`src/logic/ssp_defs.svh`:
```
`ifndef SSP_DEFS_SVH
`define SSP_DEFS_SVH

// ==========================================================================
// Register map of the receive routing bytes
// ==========================================================================
`define SSP_ADDR_CH6        8'h2D
`define SSP_ADDR_CH7        8'h2E
`define SSP_RST_CH6         7'h05
`define SSP_RST_CH7         7'h06
`define SSP_RDATA_IDLE      8'h00
`define SSP_RSVD_BIT        1'h0

// ==========================================================================
// Source select codes
// ==========================================================================
`define SSP_SRC_OFF         2'h0
`define SSP_SRC_PLAY        2'h1
`define SSP_SRC_ADC         2'h2
`define SSP_SRC_LINK        2'h3

// ==========================================================================
// Destination numbers per channel and source
// ==========================================================================
`define SSP_DEST_NONE       4'h0
`define SSP_DEST_PLAY_CH6   4'h6
`define SSP_DEST_PLAY_CH7   4'h7
`define SSP_DEST_ADC_CH6    4'h2
`define SSP_DEST_ADC_CH7    4'h3
`define SSP_DEST_LINK_CH6   4'h1
`define SSP_DEST_LINK_CH7   4'h2

// ==========================================================================
// Frame geometry
// ==========================================================================
`define SSP_TDM_SLOTS       6'h20
`define SSP_HALF_SLOTS      6'h10
`define SSP_SLOT_SAT        6'h3F
`define SSP_SLOT_W_MIN      16
`define SSP_SLOT_W_MAX      32

`endif

```
`src/logic/ssp_pkg.sv`:
```
package ssp_pkg;

    // ======================================================================
    // Types
    // ======================================================================
    typedef enum logic [1:0] {
        SSP_FMT_TDM = 2'h0,
        SSP_FMT_I2S = 2'h1,
        SSP_FMT_LJ  = 2'h2
    } ssp_fmt_type;

    typedef enum logic [1:0] {
        SSP_HUNT = 2'b01,
        SSP_RUN  = 2'b10
    } ssp_phase_type;

    typedef struct packed {
        logic [1:0] source;
        logic [4:0] slot;
    } ssp_route_type;

    typedef struct packed {
        logic        chan7;
        logic [1:0]  source;
        logic [3:0]  dest;
        logic [31:0] data;
    } ssp_word_type;

    typedef struct packed {
        ssp_phase_type phase;
        ssp_route_type cfg6;
        ssp_route_type cfg7;
        logic [7:0]    rdata;
        logic          bclk_d;
        logic          fs_d;
        logic          right;
        logic [4:0]    bit_cnt;
        logic [5:0]    slot_cnt;
        logic [31:0]   shreg;
        logic          pend6;
        logic          pend7;
        ssp_word_type  w6;
        ssp_word_type  w7;
        logic          overrun;
    } ssp_state_type;

endpackage : ssp_pkg

```
`src/logic/ssp_sync.sv`:
```
module ssp_sync #(
    parameter int W = 3
) (
    input  wire logic         sys_clk_i,
    input  wire logic         rst_n_i,
    input  wire logic [W-1:0] d_i,
    output logic      [W-1:0] q_o
);

    typedef struct packed {
        logic [W-1:0] s1;
        logic [W-1:0] s2;
    } ssp_sync_state_type;

    ssp_sync_state_type q;
    ssp_sync_state_type n;

    // ======================================================================
    // Two-stage synchroniser; the first stage feeds only the second
    // ======================================================================
    always_comb begin
        n.s1 = d_i;
        n.s2 = q.s1;
    end

    always_ff @(posedge sys_clk_i) begin
        if (!rst_n_i) begin
            q <= '0;
        end else begin
            q <= n;
        end
    end

    assign q_o = q.s2;

endmodule : ssp_sync

```
`src/logic/ssp_buf.sv`:
```
module ssp_buf #(
    parameter int W = 39
) (
    input  wire logic         sys_clk_i,
    input  wire logic         rst_n_i,
    input  wire logic         in_valid_i,
    output logic              in_ready_o,
    input  wire logic [W-1:0] in_data_i,
    output logic              out_valid_o,
    input  wire logic         out_ready_i,
    output logic      [W-1:0] out_data_o
);

    typedef struct packed {
        logic [W-1:0] e0;
        logic [W-1:0] e1;
        logic         v0;
        logic         v1;
    } ssp_buf_state_type;

    ssp_buf_state_type q;
    ssp_buf_state_type n;
    logic              push;
    logic              pop;

    // ======================================================================
    // Two-entry buffer; entry 0 is the head and drives the output
    // ======================================================================
    assign push = in_valid_i & ~q.v1;
    assign pop  = q.v0 & out_ready_i;

    always_comb begin
        n = q;
        if (pop) begin
            n.e0 = q.e1;
            n.v0 = q.v1;
            n.v1 = 1'b0;
        end
        if (push) begin
            if (!n.v0) begin
                n.e0 = in_data_i;
                n.v0 = 1'b1;
            end else begin
                n.e1 = in_data_i;
                n.v1 = 1'b1;
            end
        end
    end

    always_ff @(posedge sys_clk_i) begin
        if (!rst_n_i) begin
            q <= '0;
        end else begin
            q <= n;
        end
    end

    // Full only when both entries hold data; a pop in the same cycle
    // does not open the gate, which costs one cycle but keeps it simple
    assign in_ready_o  = ~q.v1;
    assign out_valid_o = q.v0;
    assign out_data_o  = q.e0;

endmodule : ssp_buf

```
`src/logic/ssp_rx_route.sv`:
```
// Operation
// - Bit 7 reserved, reads zero, writes dropped
// - Channel 6 source: off, playback, ADC2, link1
// - Channel 7 source: off, playback, ADC3, link2
// - TDM: slot value is slot index 0-31
// - I2S/LJ: values 0-15 select left slots
// - I2S/LJ: values 16-31 select right slots
// - Channel 6 byte at 0x2D resets 0x05
// - Channel 7 byte at 0x2E resets 0x06
`include "ssp_defs.svh"

module ssp_rx_route
    import ssp_pkg::*;
#(
    parameter int SLOT_W = 32
) (
    input  wire logic         sys_clk_i,
    input  wire logic         rst_n_i,
    input  wire logic [7:0]   reg_addr_i,
    input  wire logic [7:0]   reg_wdata_i,
    input  wire logic         reg_wr_i,
    input  wire logic         reg_rd_i,
    output logic      [7:0]   reg_rdata_o,
    input  wire ssp_fmt_type  fmt_i,
    input  wire logic         bclk_i,
    input  wire logic         fsync_i,
    input  wire logic         sdin_i,
    output logic              rx_valid_o,
    input  wire logic         rx_ready_i,
    output ssp_word_type      rx_word_o,
    output logic              rx_overrun_o
);

    // ======================================================================
    // Elaboration checks
    // ======================================================================
    generate
        if (SLOT_W < `SSP_SLOT_W_MIN || SLOT_W > `SSP_SLOT_W_MAX) begin : g_chk
            $error("ssp_rx_route: SLOT_W must lie in 16..32");
        end
    endgenerate

    // ======================================================================
    // Constants
    // ======================================================================
    localparam logic [4:0] LAST_BIT = 5'(SLOT_W - 1);

    // Short slots leave bits of the slot before in the shifter; the mask
    // clears them so that a word is the slot alone, right-aligned
    localparam logic [31:0] DATA_MASK = 32'({SLOT_W{1'b1}});

    // Both channels wake up disabled on their own default slot
    localparam ssp_state_type ST_RST = '{
        phase:    SSP_HUNT,
        cfg6:     ssp_route_type'(`SSP_RST_CH6),
        cfg7:     ssp_route_type'(`SSP_RST_CH7),
        rdata:    `SSP_RDATA_IDLE,
        bclk_d:   1'b0,
        fs_d:     1'b0,
        right:    1'b0,
        bit_cnt:  5'h00,
        slot_cnt: 6'h00,
        shreg:    32'h0000_0000,
        pend6:    1'b0,
        pend7:    1'b0,
        w6:       '0,
        w7:       '0,
        overrun:  1'b0
    };

    // ======================================================================
    // Destination number for a channel and its source code
    // ======================================================================
    function automatic logic [3:0] dest_of(input logic       chan7,
                                           input logic [1:0] src);
        logic [3:0] d;
        d = `SSP_DEST_NONE;
        case (src)
            `SSP_SRC_PLAY: d = chan7 ? `SSP_DEST_PLAY_CH7
                                     : `SSP_DEST_PLAY_CH6;
            `SSP_SRC_ADC:  d = chan7 ? `SSP_DEST_ADC_CH7
                                     : `SSP_DEST_ADC_CH6;
            `SSP_SRC_LINK: d = chan7 ? `SSP_DEST_LINK_CH7
                                     : `SSP_DEST_LINK_CH6;
            default:       d = `SSP_DEST_NONE;
        endcase
        return d;
    endfunction : dest_of

    // ======================================================================
    // Pin synchronisers
    // ======================================================================
    logic [2:0] pin_s;

    ssp_sync #(
        .W (3)
    ) u_sync (
        .sys_clk_i (sys_clk_i),
        .rst_n_i   (rst_n_i),
        .d_i       ({sdin_i, fsync_i, bclk_i}),
        .q_o       (pin_s)
    );

    // fmt_i comes from this clock domain and needs no synchroniser
    logic bclk_s;
    logic fs_s;
    logic din_s;

    assign bclk_s = pin_s[0];
    assign fs_s   = pin_s[1];
    assign din_s  = pin_s[2];

    // ======================================================================
    // State
    // ======================================================================
    ssp_state_type q;
    ssp_state_type n;

    logic          rise;
    logic          start;
    logic          take;
    logic          done;
    logic [31:0]   word;
    logic [4:0]    code;
    logic          code_ok;
    logic          hit6;
    logic          hit7;
    logic          buf_in_valid;
    logic          buf_in_ready;
    ssp_word_type  buf_in_word;

    assign rise = bclk_s & ~q.bclk_d;

    // Slot code of the word that finishes now, in register encoding
    always_comb begin
        if (fmt_i == SSP_FMT_TDM) begin
            code    = q.slot_cnt[4:0];
            code_ok = (q.slot_cnt < `SSP_TDM_SLOTS);
        end else begin
            code    = {q.right, q.slot_cnt[3:0]};
            code_ok = (q.slot_cnt < `SSP_HALF_SLOTS);
        end
    end

    assign word = {q.shreg[30:0], din_s};

    // ======================================================================
    // Strobes of this cycle: frame edge, bit taken, slot done, slot match
    // ======================================================================
    always_comb begin
        start = 1'b0;
        take  = 1'b0;
        if (rise) begin
            if (fmt_i == SSP_FMT_TDM) begin
                start = fs_s & ~q.fs_d;
            end else begin
                start = fs_s ^ q.fs_d;
            end
            if (start) begin
                // I2S carries one dead bit after the frame edge
                take = (fmt_i != SSP_FMT_I2S);
            end else begin
                take = (q.phase == SSP_RUN);
            end
        end

        // A frame edge clears the bit count, so it never ends a slot
        done = take && !start && (q.bit_cnt == LAST_BIT);

        hit6 = done && code_ok && q.cfg6.slot == code
            && q.cfg6.source != `SSP_SRC_OFF;
        hit7 = done && code_ok && q.cfg7.slot == code
            && q.cfg7.source != `SSP_SRC_OFF;
    end

    // Channel 6 is offered before channel 7 when both wait
    assign buf_in_valid = q.pend6 | q.pend7;
    assign buf_in_word  = q.pend6 ? q.w6 : q.w7;

    // ======================================================================
    // Next state
    // ======================================================================
    always_comb begin
        n        = q;
        n.bclk_d = bclk_s;

        // Register port; reads return the old value on a same-cycle write
        // Bit 7 of the write data is reserved and never stored
        if (reg_wr_i) begin
            case (reg_addr_i)
                `SSP_ADDR_CH6: n.cfg6 = ssp_route_type'(reg_wdata_i[6:0]);
                `SSP_ADDR_CH7: n.cfg7 = ssp_route_type'(reg_wdata_i[6:0]);
                default: ;
            endcase
        end
        if (reg_rd_i) begin
            case (reg_addr_i)
                `SSP_ADDR_CH6: n.rdata = {`SSP_RSVD_BIT, q.cfg6};
                `SSP_ADDR_CH7: n.rdata = {`SSP_RSVD_BIT, q.cfg7};
                default:       n.rdata = `SSP_RDATA_IDLE;
            endcase
        end

        // Framing, one step per bit clock rising edge
        if (rise) begin
            n.fs_d = fs_s;
            if (start) begin
                n.phase    = SSP_RUN;
                n.slot_cnt = 6'h00;
                n.bit_cnt  = 5'h00;
                case (fmt_i)
                    SSP_FMT_LJ:  n.right = ~fs_s;
                    SSP_FMT_I2S: n.right = fs_s;
                    default:     n.right = 1'b0;
                endcase
            end else begin
                // A corrupted phase falls back to hunting for a frame
                case (q.phase)
                    SSP_HUNT: n.phase = SSP_HUNT;
                    SSP_RUN:  n.phase = SSP_RUN;
                    default:  n.phase = SSP_HUNT;
                endcase
            end
        end

        if (take) begin
            n.shreg = word;
            if (done) begin
                n.bit_cnt  = 5'h00;
                // Saturate so that surplus slots never alias low ones
                if (n.slot_cnt != `SSP_SLOT_SAT) begin
                    n.slot_cnt = n.slot_cnt + 6'h01;
                end
            end else begin
                n.bit_cnt = n.bit_cnt + 5'h01;
            end
        end

        // Hand-off to the buffer; it takes at most one word a cycle
        if (buf_in_valid && buf_in_ready) begin
            if (q.pend6) begin
                n.pend6 = 1'b0;
            end else begin
                n.pend7 = 1'b0;
            end
        end

        // A word that finds its channel still waiting replaces the old one
        // Overrun is sticky; only reset clears it
        if (hit6) begin
            if (n.pend6) begin
                n.overrun = 1'b1;
            end
            n.pend6 = 1'b1;
            n.w6    = '{chan7:  1'b0,
                        source: q.cfg6.source,
                        dest:   dest_of(1'b0, q.cfg6.source),
                        data:   word & DATA_MASK};
        end
        if (hit7) begin
            if (n.pend7) begin
                n.overrun = 1'b1;
            end
            n.pend7 = 1'b1;
            n.w7    = '{chan7:  1'b1,
                        source: q.cfg7.source,
                        dest:   dest_of(1'b1, q.cfg7.source),
                        data:   word & DATA_MASK};
        end
    end

    always_ff @(posedge sys_clk_i) begin
        if (!rst_n_i) begin
            q <= ST_RST;
        end else begin
            q <= n;
        end
    end

    // ======================================================================
    // Output buffer; a stalled receiver holds two words without loss
    // ======================================================================
    logic [$bits(ssp_word_type)-1:0] buf_out;

    ssp_buf #(
        .W ($bits(ssp_word_type))
    ) u_buf (
        .sys_clk_i   (sys_clk_i),
        .rst_n_i     (rst_n_i),
        .in_valid_i  (buf_in_valid),
        .in_ready_o  (buf_in_ready),
        .in_data_i   (buf_in_word),
        .out_valid_o (rx_valid_o),
        .out_ready_i (rx_ready_i),
        .out_data_o  (buf_out)
    );

    assign rx_word_o    = ssp_word_type'(buf_out);
    assign reg_rdata_o  = q.rdata;
    assign rx_overrun_o = q.overrun;

endmodule : ssp_rx_route

```
`config.mk`:
```
export PLATFORM = sky130hd
export DESIGN_NAME = ssp_rx_route
export DESIGN_NICKNAME = d
export VERILOG_FILES = /design/src/logic/ssp_pkg.sv /design/src/logic/ssp_sync.sv /design/src/logic/ssp_buf.sv /design/src/logic/ssp_rx_route.sv
export VERILOG_INCLUDE_DIRS = /design/src /design/src/logic
export SDC_FILE = /design/constraint.sdc
export NUM_CORES = 1
export LEC_CHECK = 0
export BUFFER_PORTS_ARGS = -buffer_cell sky130_fd_sc_hd__buf_2
export CAP_MARGIN = 20
export CELL_PAD_IN_SITES_DETAIL_PLACEMENT = 1
export CELL_PAD_IN_SITES_GLOBAL_PLACEMENT = 2
export CORE_MARGIN = 3
export CORE_UTILIZATION = 37
export DETAILED_ROUTE_END_ITERATION = 8
export GPL_TIMING_DRIVEN = 0
export PLACE_DENSITY_LB_ADDON = 0.25
export SYNTH_ARGS = -nofsm -noshare
export SYNTH_HDL_FRONTEND = slang
export SYNTH_SLANG_ARGS = --single-unit
export TNS_END_PERCENT = 100
```
`constraint.sdc`:
```
create_clock -name sys_clk_i -period 3 [get_ports sys_clk_i]
set_input_delay 0.3 -clock sys_clk_i [delete_from_list [all_inputs] [get_ports sys_clk_i]]
set_output_delay 0.3 -clock sys_clk_i [all_outputs]
set_load 0.005 [all_outputs]
```
# Word level (Yosys, flattened, before mapping)
# Cells that the tools add are included.
# totals
regBits,235
in_bits,26
output_inout_bits,49
wordCells,108
# classes
addsub,2
n_lt_le_gt_ge,2
eq_ne,16
n_mux,34
bitwise_logic,10
n_reduce_logical,16
# op_table
operator,n
2-to-1 mux 39 bit,4
2-to-1 mux 80 bit,1
2-to-1 mux 43 bit,1
2-to-1 mux 11 bit,2
case mux 3 bit (3 select lines),2
"== test 8 x 6 -> 1 bit, second input constant",2
2-to-1 mux 1 bit,14
case mux 7 bit (2 select lines),1
"== test 2 bit, second input constant",6
2-to-1 mux 6 bit,2
== test 5 bit,2
2-to-1 mux 5 bit,2
logical AND 1 bit,8
2-to-1 mux 2 bit,4
AND reduction 2 bit,4
"adder 6 x 1 -> 6 bit, second input constant",1
"== test 2 x 1 -> 1 bit, second input constant",3
"less-than comparator 6 x 5 -> 1 bit, second input constant",1
"less-than comparator 6 bit, second input constant",1
"!= test 6 bit, second input constant",1
"adder 5 x 1 -> 5 bit, second input constant",1
"== test 5 bit, second input constant",1
bitwise AND 1 bit,4
inverter 1 bit,4
7 further kinds,8

# Logic depth before layout (Yosys ltp)
# Gate-level depths: netlist of run 1.
# logic_depth
ltp_word,14
depth_mapped,11
mapped_depth_nobuf,10

# Hierarchy
# From an unflattened synthesis of run 1, not the netlist that was laid out.
# hier_totals
hier_cells,1169
hier_area_um2,10400.0
# modules_own_cells
mod,n_inst,cells_each,area_each_um2,seq_area_each_um2
ssp_rx_route,1,714,6615.1,2922.8
ssp_buf,1,443,3627.2,1601.5
ssp_sync,1,12,157.7,120.1

# Worst setup path before layout of run 1
# OpenSTA, ideal clock, no wires.
# synth_timing
path_type,reg2reg
startpoint,reg u_sync.q (netlist bit u_sync.q_o[1])
endpoint,reg q[114] (netlist bit)
setup_time_ns,0.121
arrival_ns,2.185
t_required_ns,2.879
path_slack_ns,0.693
path_stages_with_launch,11
path_buffers,1
period_less_slack_ns,2.307
cell_sequence,dfxtp_1 > ha_1 > or3b_1 > a21o_1 > clkbuf_1 > and2_1 > ha_1 > nand3_1 > nor2b_1 > mux2i_1 > nor2_1
# synth_between
elab_chain_cells,10
elab_cells_between_ends,17
classes_between,add/sub (1); eq/ne (1); mux (10); bitwise (2); reduce/logical (3)
# synth_lines
item,line,rtl
start: declaration,ssp_sync.sv:15,ssp_sync_state_type q;
start signal: assignment,ssp_sync.sv:30,q <= n;
bitwise XOR 1 bit / bitwise AND 1 bit (equally long branches),"ssp_rx_route.sv:157, ssp_rx_route.sv:155",
2-to-1 mux 1 bit *,ssp_rx_route.sv:154,if (fmt_i == SSP_FMT_TDM) begin
2-to-1 mux 1 bit *,ssp_rx_route.sv:153,if (rise) begin
2-to-1 mux 1 bit,ssp_rx_route.sv:153,
2-to-1 mux 11 bit,ssp_rx_route.sv:207,if (start) begin
2-to-1 mux 11 bit,ssp_rx_route.sv:205,if (rise) begin
adder 6 x 1 -> 6 bit / != test 6 bit (equally long branches),--,
2-to-1 mux 6 bit,ssp_rx_route.sv:231,if (n.slot_cnt != `SSP_SLOT_SAT) begin
2-to-1 mux 6 bit,ssp_rx_route.sv:228,if (done) begin
2-to-1 mux 43 bit *,ssp_rx_route.sv:226,if (take) begin
end signal: assignment,ssp_rx_route.sv:276,q <= n;
end: declaration,ssp_rx_route.sv:116,ssp_state_type q;
# Every way passes the cells marked *; elsewhere a longest branch is shown, timed or not. The select of a mux whose other input is x is not followed.
# A chain may end at the register's enable or synchronous reset.

# Final worst setup path of run 1
# Ends and elaborated chain as after synthesis.

==> results of run 1 <==
[what timing repair did]
item                                    4_1_cts  5_1_grt
hold buffers                                  6        0
endpoints found under the setup margin        0        0
hold endpoints to repair                      7        0
gates resized for setup                       0        0
[cells in the mapped netlist (2+ instances only)]
cell type  instances
clkbuf_1          76
buf_2              2
a31oi_1            2
a21o_1             2
a22o_1             7
and3_1            40
and2_1            14
xor2_1             3
nor2_1            12
buf_6              3
nor2b_1           16
nand3_1           95
mux2i_1          127
o21a_1             3
ha_1               9
o21bai_1           2
o211a_1           38
a211oi_1           2
a21oi_1            6
nand2_1          305
nand4_1            2
buf_12             2
nand2b_1          11
xnor2_1            8
a21boi_0          43
dfxtp_1          231
buf_4             50
nor3_1             6
o21ai_0            8
inv_1             10
[state kept, by name (all words and copies together), names as in the netlist]
| signal | cells |
|---|---|
| u_buf.q | 39 |
| q | 138 |
| u_sync.q_o | 3 |
| u_buf.out_data_o | 39 |
| reg_rdata_o | 7 |
| u_sync.n | 3 |
| rx_overrun_o | 1 |
| u_buf.out_valid_o | 1 |
[report_power, final]
group / switching (mW) / total (mW) / internal, mW
Clock: 1.28 / 3.15 / 1.87
Combinational: 0.114 / 0.165 / 0.0505
Sequential: 0.00330 / 3.08 / 3.07
[worst register-to-register path: cells and delay by family (launching register included)]
family | cells | cell delay, ns
adders and majority gates | 2 | 0.40
muxes | 1 | 0.21
and+or+nand+nor | 5 | 1.07
AOI/OAI and AO/OA | 1 | 0.22
DFF | 1 | 0.37
buffers and inverters | 1 | 0.25
[final timing paths]
kind | start | to | cells after the start
worst min-delay path | reg_wdata_i[6] | q[148] | 3
worst min register to register | u_sync.n[1] | u_sync.q_o[1] | 1
worst max register to register | u_sync.q_o[1] | q[114] | 10
worst max-delay path | u_sync.q_o[1] | q[114] | 10
[cells by family after synthesis]
family	after synthesis	synth area share
adders and majority gates	9	0.0110
and+or+nand+nor	514	0.230
DFF	231	0.452
AOI/OAI and AO/OA	119	0.0953
xor gates and xnor gates	11	0.00941
muxes	128	0.125
other	1	0.000366
buffers and inverters	144	0.0767
[final cells by class]
| class | count | area share |
|---|---|---|
| clock inverter | 2 | 0.000837 |
| clock buffer | 45 | 0.0697 |
| tap | 372 | 0.0389 |
| buffer | 134 | 0.0625 |
| sequential | 231 | 0.387 |
| multi-input combinational | 782 | 0.404 |
| timing repair buffer | 77 | 0.0347 |
| inverter | 10 | 0.00314 |
[routing by layer]
| layer | GRT usage | wire [µm] | up-vias |
|---|---|---|---|
| met5 | 0 | 0 | - |
| met4 | 0.0351 | 403 | 0 |
| met3 | 0.0251 | 946 | 33 |
| met2 | 0.318 | 13000 | 112 |
| met1 | 0.256 | 13300 | 3847 |
| li1 | - | - | 4073 |
==> key figures, run 1 <==
Outcome
  – Status: finished, final reports clean

Power
  – Pwr Total: 6.39 mW
  – VDD IR-drop max: 437 µV
  – Leak pwr: 5.17 nW
  – PD cells: roughly 530 nW/µm²

Yosys
  – Post-synthesis async set-or-reset flop share: 0
  – Synthesized Nets: 1192
  – Synthesized instance count: roughly 1200
  – Post-synth EDFFs: 0
  – Yosys top cell area share: 0.452
  – Syn. warnings: 0
  – Sequential-to-total area share from yosys stat: 0.452
  – Yosys reg bits: 231
  – Synth unique cells: 52
  – Yosys top cell by area: dfxtp_1
  – Ranking of synthesized cells by area: dfxtp_1 (45%), mux2i_1 (12%), nand2_1 (11%)
  – Post-synthesis instance area: a little over 10000 µm²
  – Mean Syn Cell Area: 8.85 µm²
  – Most used flip-flop cell after synthesis: dfxtp_1

STA
  – Fin Clk Skew: 0.0177 ns
  – Relative slew slack: 0.452
  – Final setup fails: 0
  – Final WS setup: 0.360 ns
  – Hold WS: 0.0487 ns
  – Setup TNS: 0 ns
  – Fin crit period: around 2.6 ns
  – Fmax: 0.379 GHz
  – Slew Limit Fails: 0
  – Worst-Margin Slew: 0.823 ns
  – RSZ-0062 raised after global routing: no
  – Hold Fails Final Rpt: 0
  – Ratio of final minimum period to clock period: 0.880

Finish
  – Most common cell after layout, fill and taps aside: nand2_1
  – Fillers: 3199
  – Layout cells sized above 1: 0.135
  – Most frequent cells in the layout: nand2_1 (305), dfxtp_1 (231), mux2i_1 (127), nand3_1 (95), clkbuf_1 (85)
  – Non-Filler Instances: 1653
  – P&R area growth vs syn: 16.8%
  – Area of the multi-input gates: a little under 5000 µm²
  – Fin util: 0.441
  – Layout net count: 1298
  – Antenna cells: 0
  – Final Instance Area: 12000 µm²
  – Storage cell area: 4620 µm²

Clock tree
  – Max clock buf depth: 3
  – H-tree depth: 1
  – Worst skew pair latency: 0.54 ns
  – Setup bufs post-CTS: 0
  – CTS sink count: 231
  – Root buffer cell: clkbuf_16
  – Inserted Clock Buffers: 27
  – CTS tree: done
  – Reg clk slew, reported paths: roughly 0.060 ns

Worst setup path
  – Worst setup SP type: register
  – Worst path bufs/invs: 1
  – Slowest stage cell, crit path: or3b_1
  – Worst Path Required: 3.41 ns
  – Arrival @ worst endpoint: 3.05 ns
  – Crit Path Class: register to register
  – Worst Setup End Kind: register
  – FF-to-FF setup slack: 0.36 ns
  – Crit path max-delay family: simple AND/OR/NAND/NOR gates
  – Worst path most repeated cell: ha_1
  – Worst-path maximum fanout: 10
  – Max incr delay on CP: 0.38 ns
  – CP Cell Sequence: ha_1, or3b_1, a21o_1, clkbuf_1, and2_1, ha_1, nand3_1, nor2b_1, mux2i_1, nor2_1

Placement
  – Placer Congestion: 0.779
  – Pre-CTS worst setup slack: 0.366 ns
  – Cells after DPL: 1600
  – Placed Area: 11100 µm²
  – Hpwl dp: 20.2 mm
  – PortBufs: 71

Global route
  – Vias in the first global route: 8288
  – Pin count of the biggest net entering global routing: 13
  – Antenna violations before repair: 1
  – First-pass GRT wire length: ~45 mm
  – Grt total ovfl: 0
  – GRT Total Usage: 0.187

Floorplan
  – Die area: slightly below 30000 µm²
  – Die width: 172 µm
  – Row count: 60
  – Num ports: 75
  – Core ar.: 27100 µm²
  – Initial Util: 0.378
  – Die H: 172 µm

Route
  – DRT iter0 DRCs: 402
  – Post-route DRC violation count: 0
  – Vias post-DR: 8065
  – Router iterations before antenna repair: 5
  – Wirelength, routed: roughly 28 mm
  – Vias per cell: 4.88
  – Routed Antenna Nets: 0
  – Drt wl/cell: about 17 µm

Run
  – Max-cap violations: 0

Min path
  – HP Class: primary input to register
Power figures use the tool's default switching activity.
==> inputs of run 2 (changes only) <==
--- a/config.mk
+++ b/config.mk
@@ -10,7 +10,6 @@
 export CAP_MARGIN = 20
 export CELL_PAD_IN_SITES_DETAIL_PLACEMENT = 1
 export CELL_PAD_IN_SITES_GLOBAL_PLACEMENT = 2
-export CORE_MARGIN = 3
 export CORE_UTILIZATION = 37
 export DETAILED_ROUTE_END_ITERATION = 8
 export GPL_TIMING_DRIVEN = 0
==> run 2 against run 1 <==
  * Combinational power about the same
  * Worst setup slack worse by 0.010 ns
  * Sequential power about the same
  * Worst hold slack better by 0.0082 ns
  * Register-to-register slack about the same
  * Sequential share of layout area unchanged
  * Critical path type unchanged
  * Critical endpoint unchanged
  * Largest power group unchanged
==> key figures, run 2 (same netlist as run 1, synthesis figures left out) <==
STA
  – Final WS setup: 0.350 ns
  – Worst-Margin Slew: 0.823 ns
  – Fin crit period: 2.65 ns
  – RSZ-0062 raised after global routing: no
  – Setup TNS: 0 ns
  – Ratio of final minimum period to clock period: 0.883
  – Hold Fails Final Rpt: 0
  – Fin Clk Skew: between 0.01 and 0.015 ns
  – Final setup fails: 0
  – Relative slew slack: 0.451
  – Fmax: 0.377 GHz
  – Hold WS: 0.0570 ns
  – Slew Limit Fails: 0

Finish
  – Max FFs per register: about 140
  – Non-Filler Instances: 1622
  – Layout cells sized above 1: 0.137
  – Most common cell after layout, fill and taps aside: nand2_1
  – Largest register by flop count: q
  – Most frequent cells in the layout: nand2_1 (305), dfxtp_1 (231), mux2i_1 (127), nand3_1 (95), clkbuf_1 (82)
  – Fillers: roughly 3200
  – Layout net count: 1298
  – P&R area growth vs syn: 16.8%

Clock tree
  – Reg clk slew, reported paths: 0.06 ns
  – CTS tree: done
  – Setup bufs post-CTS: 0
  – CTS sink count: 231
  – Cts repair resizes: 0
  – Root buffer cell: clkbuf_16
  – Inserted Clock Buffers: 27
  – Max clock buf depth: 3
  – H-tree depth: 1
  – Worst skew pair latency: ~0.53 ns

Worst setup path
  – Worst Setup End Kind: register
  – Crit Path Class: register to register
  – Worst Path Required: between 3 and 4 ns
  – Worst path most repeated cell: ha_1
  – Worst setup SP type: register
  – Reg2reg path depth: 10
  – Max incr delay on CP: 0.38 ns
  – Arrival @ worst endpoint: 3.06 ns
  – Worst-path maximum fanout: 10
  – Reg2reg start: u_sync.q_o[1]
  – Reg2reg end: q[114]
  – Critical Path Source: u_sync.q_o[1]
  – FF-to-FF setup slack: 0.35 ns
  – Slowest stage cell, crit path: dfxtp_1
  – CP Cell Sequence: ha_1, or3b_1, a21o_1, clkbuf_1, and2_1, ha_1, nand3_1, nor2b_1, mux2i_1, nor2_1

Power
  – PD cells: 542 nW/µm²
  – Pwr Total: 6.49 mW
  – Leak pwr: 5.19 nW
  – VDD IR-drop max: between 300 and 400 µV

Outcome
  – Status: finished, final reports clean

Floorplan
  – Die area: between 20000 and 30000 µm²
  – Num ports: 75
  – Die width: 168 µm
  – Initial Util: 0.379
  – Core ar.: 27000 µm²
  – Die H: 168 µm
  – Row count: 60

Route
  – Router iterations before antenna repair: 5
  – Post-route DRC violation count: 0
  – Wirelength, routed: ~27 mm
  – Vias per cell: roughly 5
  – DRT iter0 DRCs: 309
  – Drt wl/cell: 16.8 µm
  – Routed Antenna Nets: 0
  – Vias post-DR: 8082

Placement
  – Hpwl dp: 19.9 mm
  – PortBufs: 71
  – Pre-CTS worst setup slack: 0.318 ns
  – Cells after DPL: roughly 1600
  – Placer Congestion: 0.769

Global route
  – Antenna violations before repair: 0
  – Pin count of the biggest net entering global routing: 14
  – Vias in the first global route: 8468
  – Grt total ovfl: 0
  – First-pass GRT wire length: around 45 mm
  – GRT Total Usage: 0.197

Min path
  – Worst Hold Depth: 3
  – Hold Startpoint: reg_wdata_i[5]
  – HP Class: primary input to register
  – Hold Path End: q[140]

Run
  – Max-cap violations: 0
-- run 2: how the worst max path moves through the flow --
stage,endpoint
3_5_place_dp,q[114]
4_1_cts,q[114]
5_1_grt,q[114]
6_report,q[114]
2_1_floorplan,q[114]
3_3_place_gp,q[114]
-- run 2: critical path, delay by kind of cell, from the launching register on --
family | cells | cell delay [ns]
mux | 1 | 0.22
simple gates | 5 | 1.07
fa+ha+maj | 2 | 0.40
buf+inv | 1 | 0.25
flops | 1 | 0.38
compound gates | 1 | 0.22
-- run 2: layer usage --
layer | global-route usage | vias up | share of wire
met4 | 0.0423 | 0 | 0.015
met5 | 0 | - | 0
met2 | 0.336 | 97 | 0.47
met1 | 0.266 | 3887 | 0.49
li1 | - | 4066 | -
met3 | 0.0247 | 32 | 0.028
-- run 2: layout make-up --
class / instances / area, µm² / area share
multi-input cells: 782 / 4830 / 0.404
plain buffers: 134 / 748 / 0.0625
flip-flops and latches: 231 / 4620 / 0.387
diodes: 1 / 2.50 / 0.000209
inverters: 10 / 37.5 / 0.00314
well taps: 341 / 427 / 0.0357
clock buffers: 43 / 836 / 0.0699
repair buffers: 77 / 415 / 0.0347
clock inverters: 3 / 43.8 / 0.00366
-- run 2: power by group --
group	leakage (nW)	internal (mW)	total [mW]	switching (mW)
Combinational	2.90	0.0504	0.164	0.114
Sequential	1.86	3.07	3.08	0.00340
Clock	0.434	1.97	3.24	1.27
-- run 2: timing repair --
item                       CTS  global route
hold endpoints to repair     7             0
hold buffers                 6             0
setup endpoints to repair    0             0
-- run 2: stage by stage --
step / utilization / area, µm²
finish: 0.443 / 12000
global route: 0.443 / 12000
CTS: 0.443 / 12000
detailed placement: 0.408 / 11000
global placement: 0.408 / 11000
floorplan: - / 10200
==> inputs of run 3 (changes only) <==
--- a/config.mk
+++ b/config.mk
@@ -13,7 +13,8 @@
 export CORE_UTILIZATION = 37
 export DETAILED_ROUTE_END_ITERATION = 8
 export GPL_TIMING_DRIVEN = 0
-export PLACE_DENSITY_LB_ADDON = 0.25
+export PLACE_DENSITY_LB_ADDON = 0.12
+export SKIP_LAST_GASP = 1
 export SYNTH_ARGS = -nofsm -noshare
 export SYNTH_HDL_FRONTEND = slang
 export SYNTH_SLANG_ARGS = --single-unit
==> run 3 against run 2 <==
  * Highest routed layer unchanged
  * Critical path type unchanged
  * Core utilization is 0.17 points higher
  * Power is 2.4% higher
  * Worst setup slack got worse by 0.0056 ns
==> key figures, run 3 (same netlist as run 1, synthesis figures left out) <==
Clock tree
  – Reg clk slew, reported paths: 0.06 ns
  – CTS tree: done
  – Setup bufs post-CTS: 0
  – Max clock buf depth: 3
  – Cts hold-fix bufs: 6
  – CTS sink count: 231
  – Cts repair resizes: 0
  – H-tree depth: 1
  – Root buffer cell: clkbuf_16
  – Inserted Clock Buffers: 27
  – Worst skew pair latency: 0.53 ns

Power
  – NetSw: 1.42 mW
  – VDD IR-drop max: 349 µV
  – Pwr Total: 6.64 mW
  – Leak pwr: between 5 and 6 nW
  – Sw frac: 0.214
  – Int Power: 5.22 mW
  – Clock share of power: 0.512
  – PD cells: 553 nW/µm²
  – Combinational Power Share: 0.025
  – Sequential power share: 0.463

Floorplan
  – Die area: 28300 µm²
  – Initial Util: 0.379
  – Die width: between 150 and 200 µm
  – Die H: 168 µm
  – Core ar.: 27000 µm²
  – Num ports: 75
  – Row count: 60

Global route
  – Grt total ovfl: 0
  – First-pass GRT wire length: 44.6 mm
  – Vias in the first global route: 8022
  – Antenna violations before repair: 0
  – Pin count of the biggest net entering global routing: 13
  – GRT Total Usage: 0.197

Finish
  – P&R area growth vs syn: 17.3%
  – Storage cell area: 4620 µm²
  – Fillers: around 3200
  – Antenna cells: 0
  – Most frequent cells in the layout: nand2_1 (305), dfxtp_1 (231), mux2i_1 (127), nand3_1 (95), clkbuf_1 (78)
  – Layout net count: 1298
  – Most common cell after layout, fill and taps aside: nand2_1
  – Max FFs per register: 138
  – Layout cells sized above 1: 0.142
  – Largest register by flop count: q
  – Area of the multi-input gates: 4830 µm²

STA
  – Worst-Margin Slew: 0.789 ns
  – Relative slew slack: 0.474
  – RSZ-0062 raised after global routing: no
  – Setup TNS: 0 ns
  – Final WS setup: 0.344 ns
  – Ratio of final minimum period to clock period: 0.885
  – Hold Fails Final Rpt: 0
  – Fin Clk Skew: ~0.011 ns
  – Slew Limit Fails: 0
  – Hold WS: between 0.06 and 0.07 ns
  – Final setup fails: 0
  – Fin crit period: 2.66 ns
  – Fmax: roughly 0.38 GHz

Route
  – Vias post-DR: slightly above 8000
  – Routed Antenna Nets: 0
  – Drt wl/cell: roughly 17 µm
  – Vias per cell: just under 5
  – DRT iter0 DRCs: 417
  – Post-route DRC violation count: 0
  – Wirelength, routed: approximately 28 mm
  – Router iterations before antenna repair: 4

Worst setup path
  – Crit Path Class: register to register
  – Worst-path maximum fanout: 10
  – Slowest stage cell, crit path: or3b_1
  – CP Cell Sequence: ha_1, or3b_1, a21o_1, clkbuf_1, and2_1, ha_1, nand3_1, nor2b_1, mux2i_1, nor2_1
  – Crit path max-delay family: simple AND/OR/NAND/NOR gates
  – Max incr delay on CP: 0.39 ns
  – Worst Path Required: 3.42 ns
  – Worst setup SP type: register
  – Worst path most repeated cell: ha_1
  – Arrival @ worst endpoint: approximately 3 ns
  – Worst path bufs/invs: 1
  – Worst Setup End Kind: register

Placement
  – Pre-CTS worst setup slack: roughly 0.33 ns
  – Placer Congestion: 0.748
  – PortBufs: 71
  – Hpwl dp: 20.2 mm

Min path
  – HP Class: primary input to register

Outcome
  – Status: finished, final reports clean

Run
  – Max-cap violations: 0
-- run 3: changes by cell type in the layout (fill, tap and decap cells not counted) --
cell,delta
clkbuf_8,-2
bufinv_16,+2
clkinv_2,+8
clkbuf_1,-4
diode_2,-1
inv_6,-1
-- run 3: per-layer routing --
metal | global-route usage | up-vias | share of wire
li1 | - | 4076 | -
met1 | 0.275 | 3855 | 0.50
met2 | 0.322 | 102 | 0.45
met3 | 0.0263 | 33 | 0.033
met4 | 0.0431 | 0 | 0.016
met5 | 0 | - | 0
-- run 3: worst paths after layout --
| kind | slack (ns) | cells after the start | end | from |
|---|---|---|---|---|
| setup / recovery | 0.34 | 10 | q[114] | u_sync.q_o[1] |
| hold reg to reg | 0.43 | 1 | u_sync.q_o[0] | u_sync.n[0] |
| hold / removal | 0.06 | 3 | q[138] | reg_wdata_i[3] |
| setup reg to reg | 0.34 | 10 | q[114] | u_sync.q_o[1] |
-- run 3: power by group through the flow --
stage	combinational (mW)	sequential, mW	clock, mW
2_1_floorplan	0.0879	3.14	0
3_3_place_gp	0.162	3.14	0
3_5_place_dp	0.163	3.14	0
4_1_cts	0.169	3.08	3.49
5_1_grt	0.182	3.07	3.62
6_report	0.165	3.08	3.40
-- run 3: per-stage QoR --
stage               utilization  std cells  cell area, µm²
floorplan                     -       1157           10200
global placement          0.408       1569           11000
detailed placement        0.408       1569           11000
CTS                       0.444       1624           12000
global route              0.444       1624           12000
finish                    0.444       1624           12000
-- run 3: layout make-up --
cell class | instances | share of cell area
tap | 341 | 0.0355
buffer | 134 | 0.0623
inverter | 10 | 0.00313
timing repair buffer | 77 | 0.0346
sequential | 231 | 0.385
clock buffer | 37 | 0.0661
clock inverter | 12 | 0.0113
multi-input combinational | 782 | 0.402
-- run 3: worst min-delay path: cells and delay by family --
family	cells	cell delay, ns
mux	1	0.06
simple gates	1	0.09
buf+inv	1	0.10
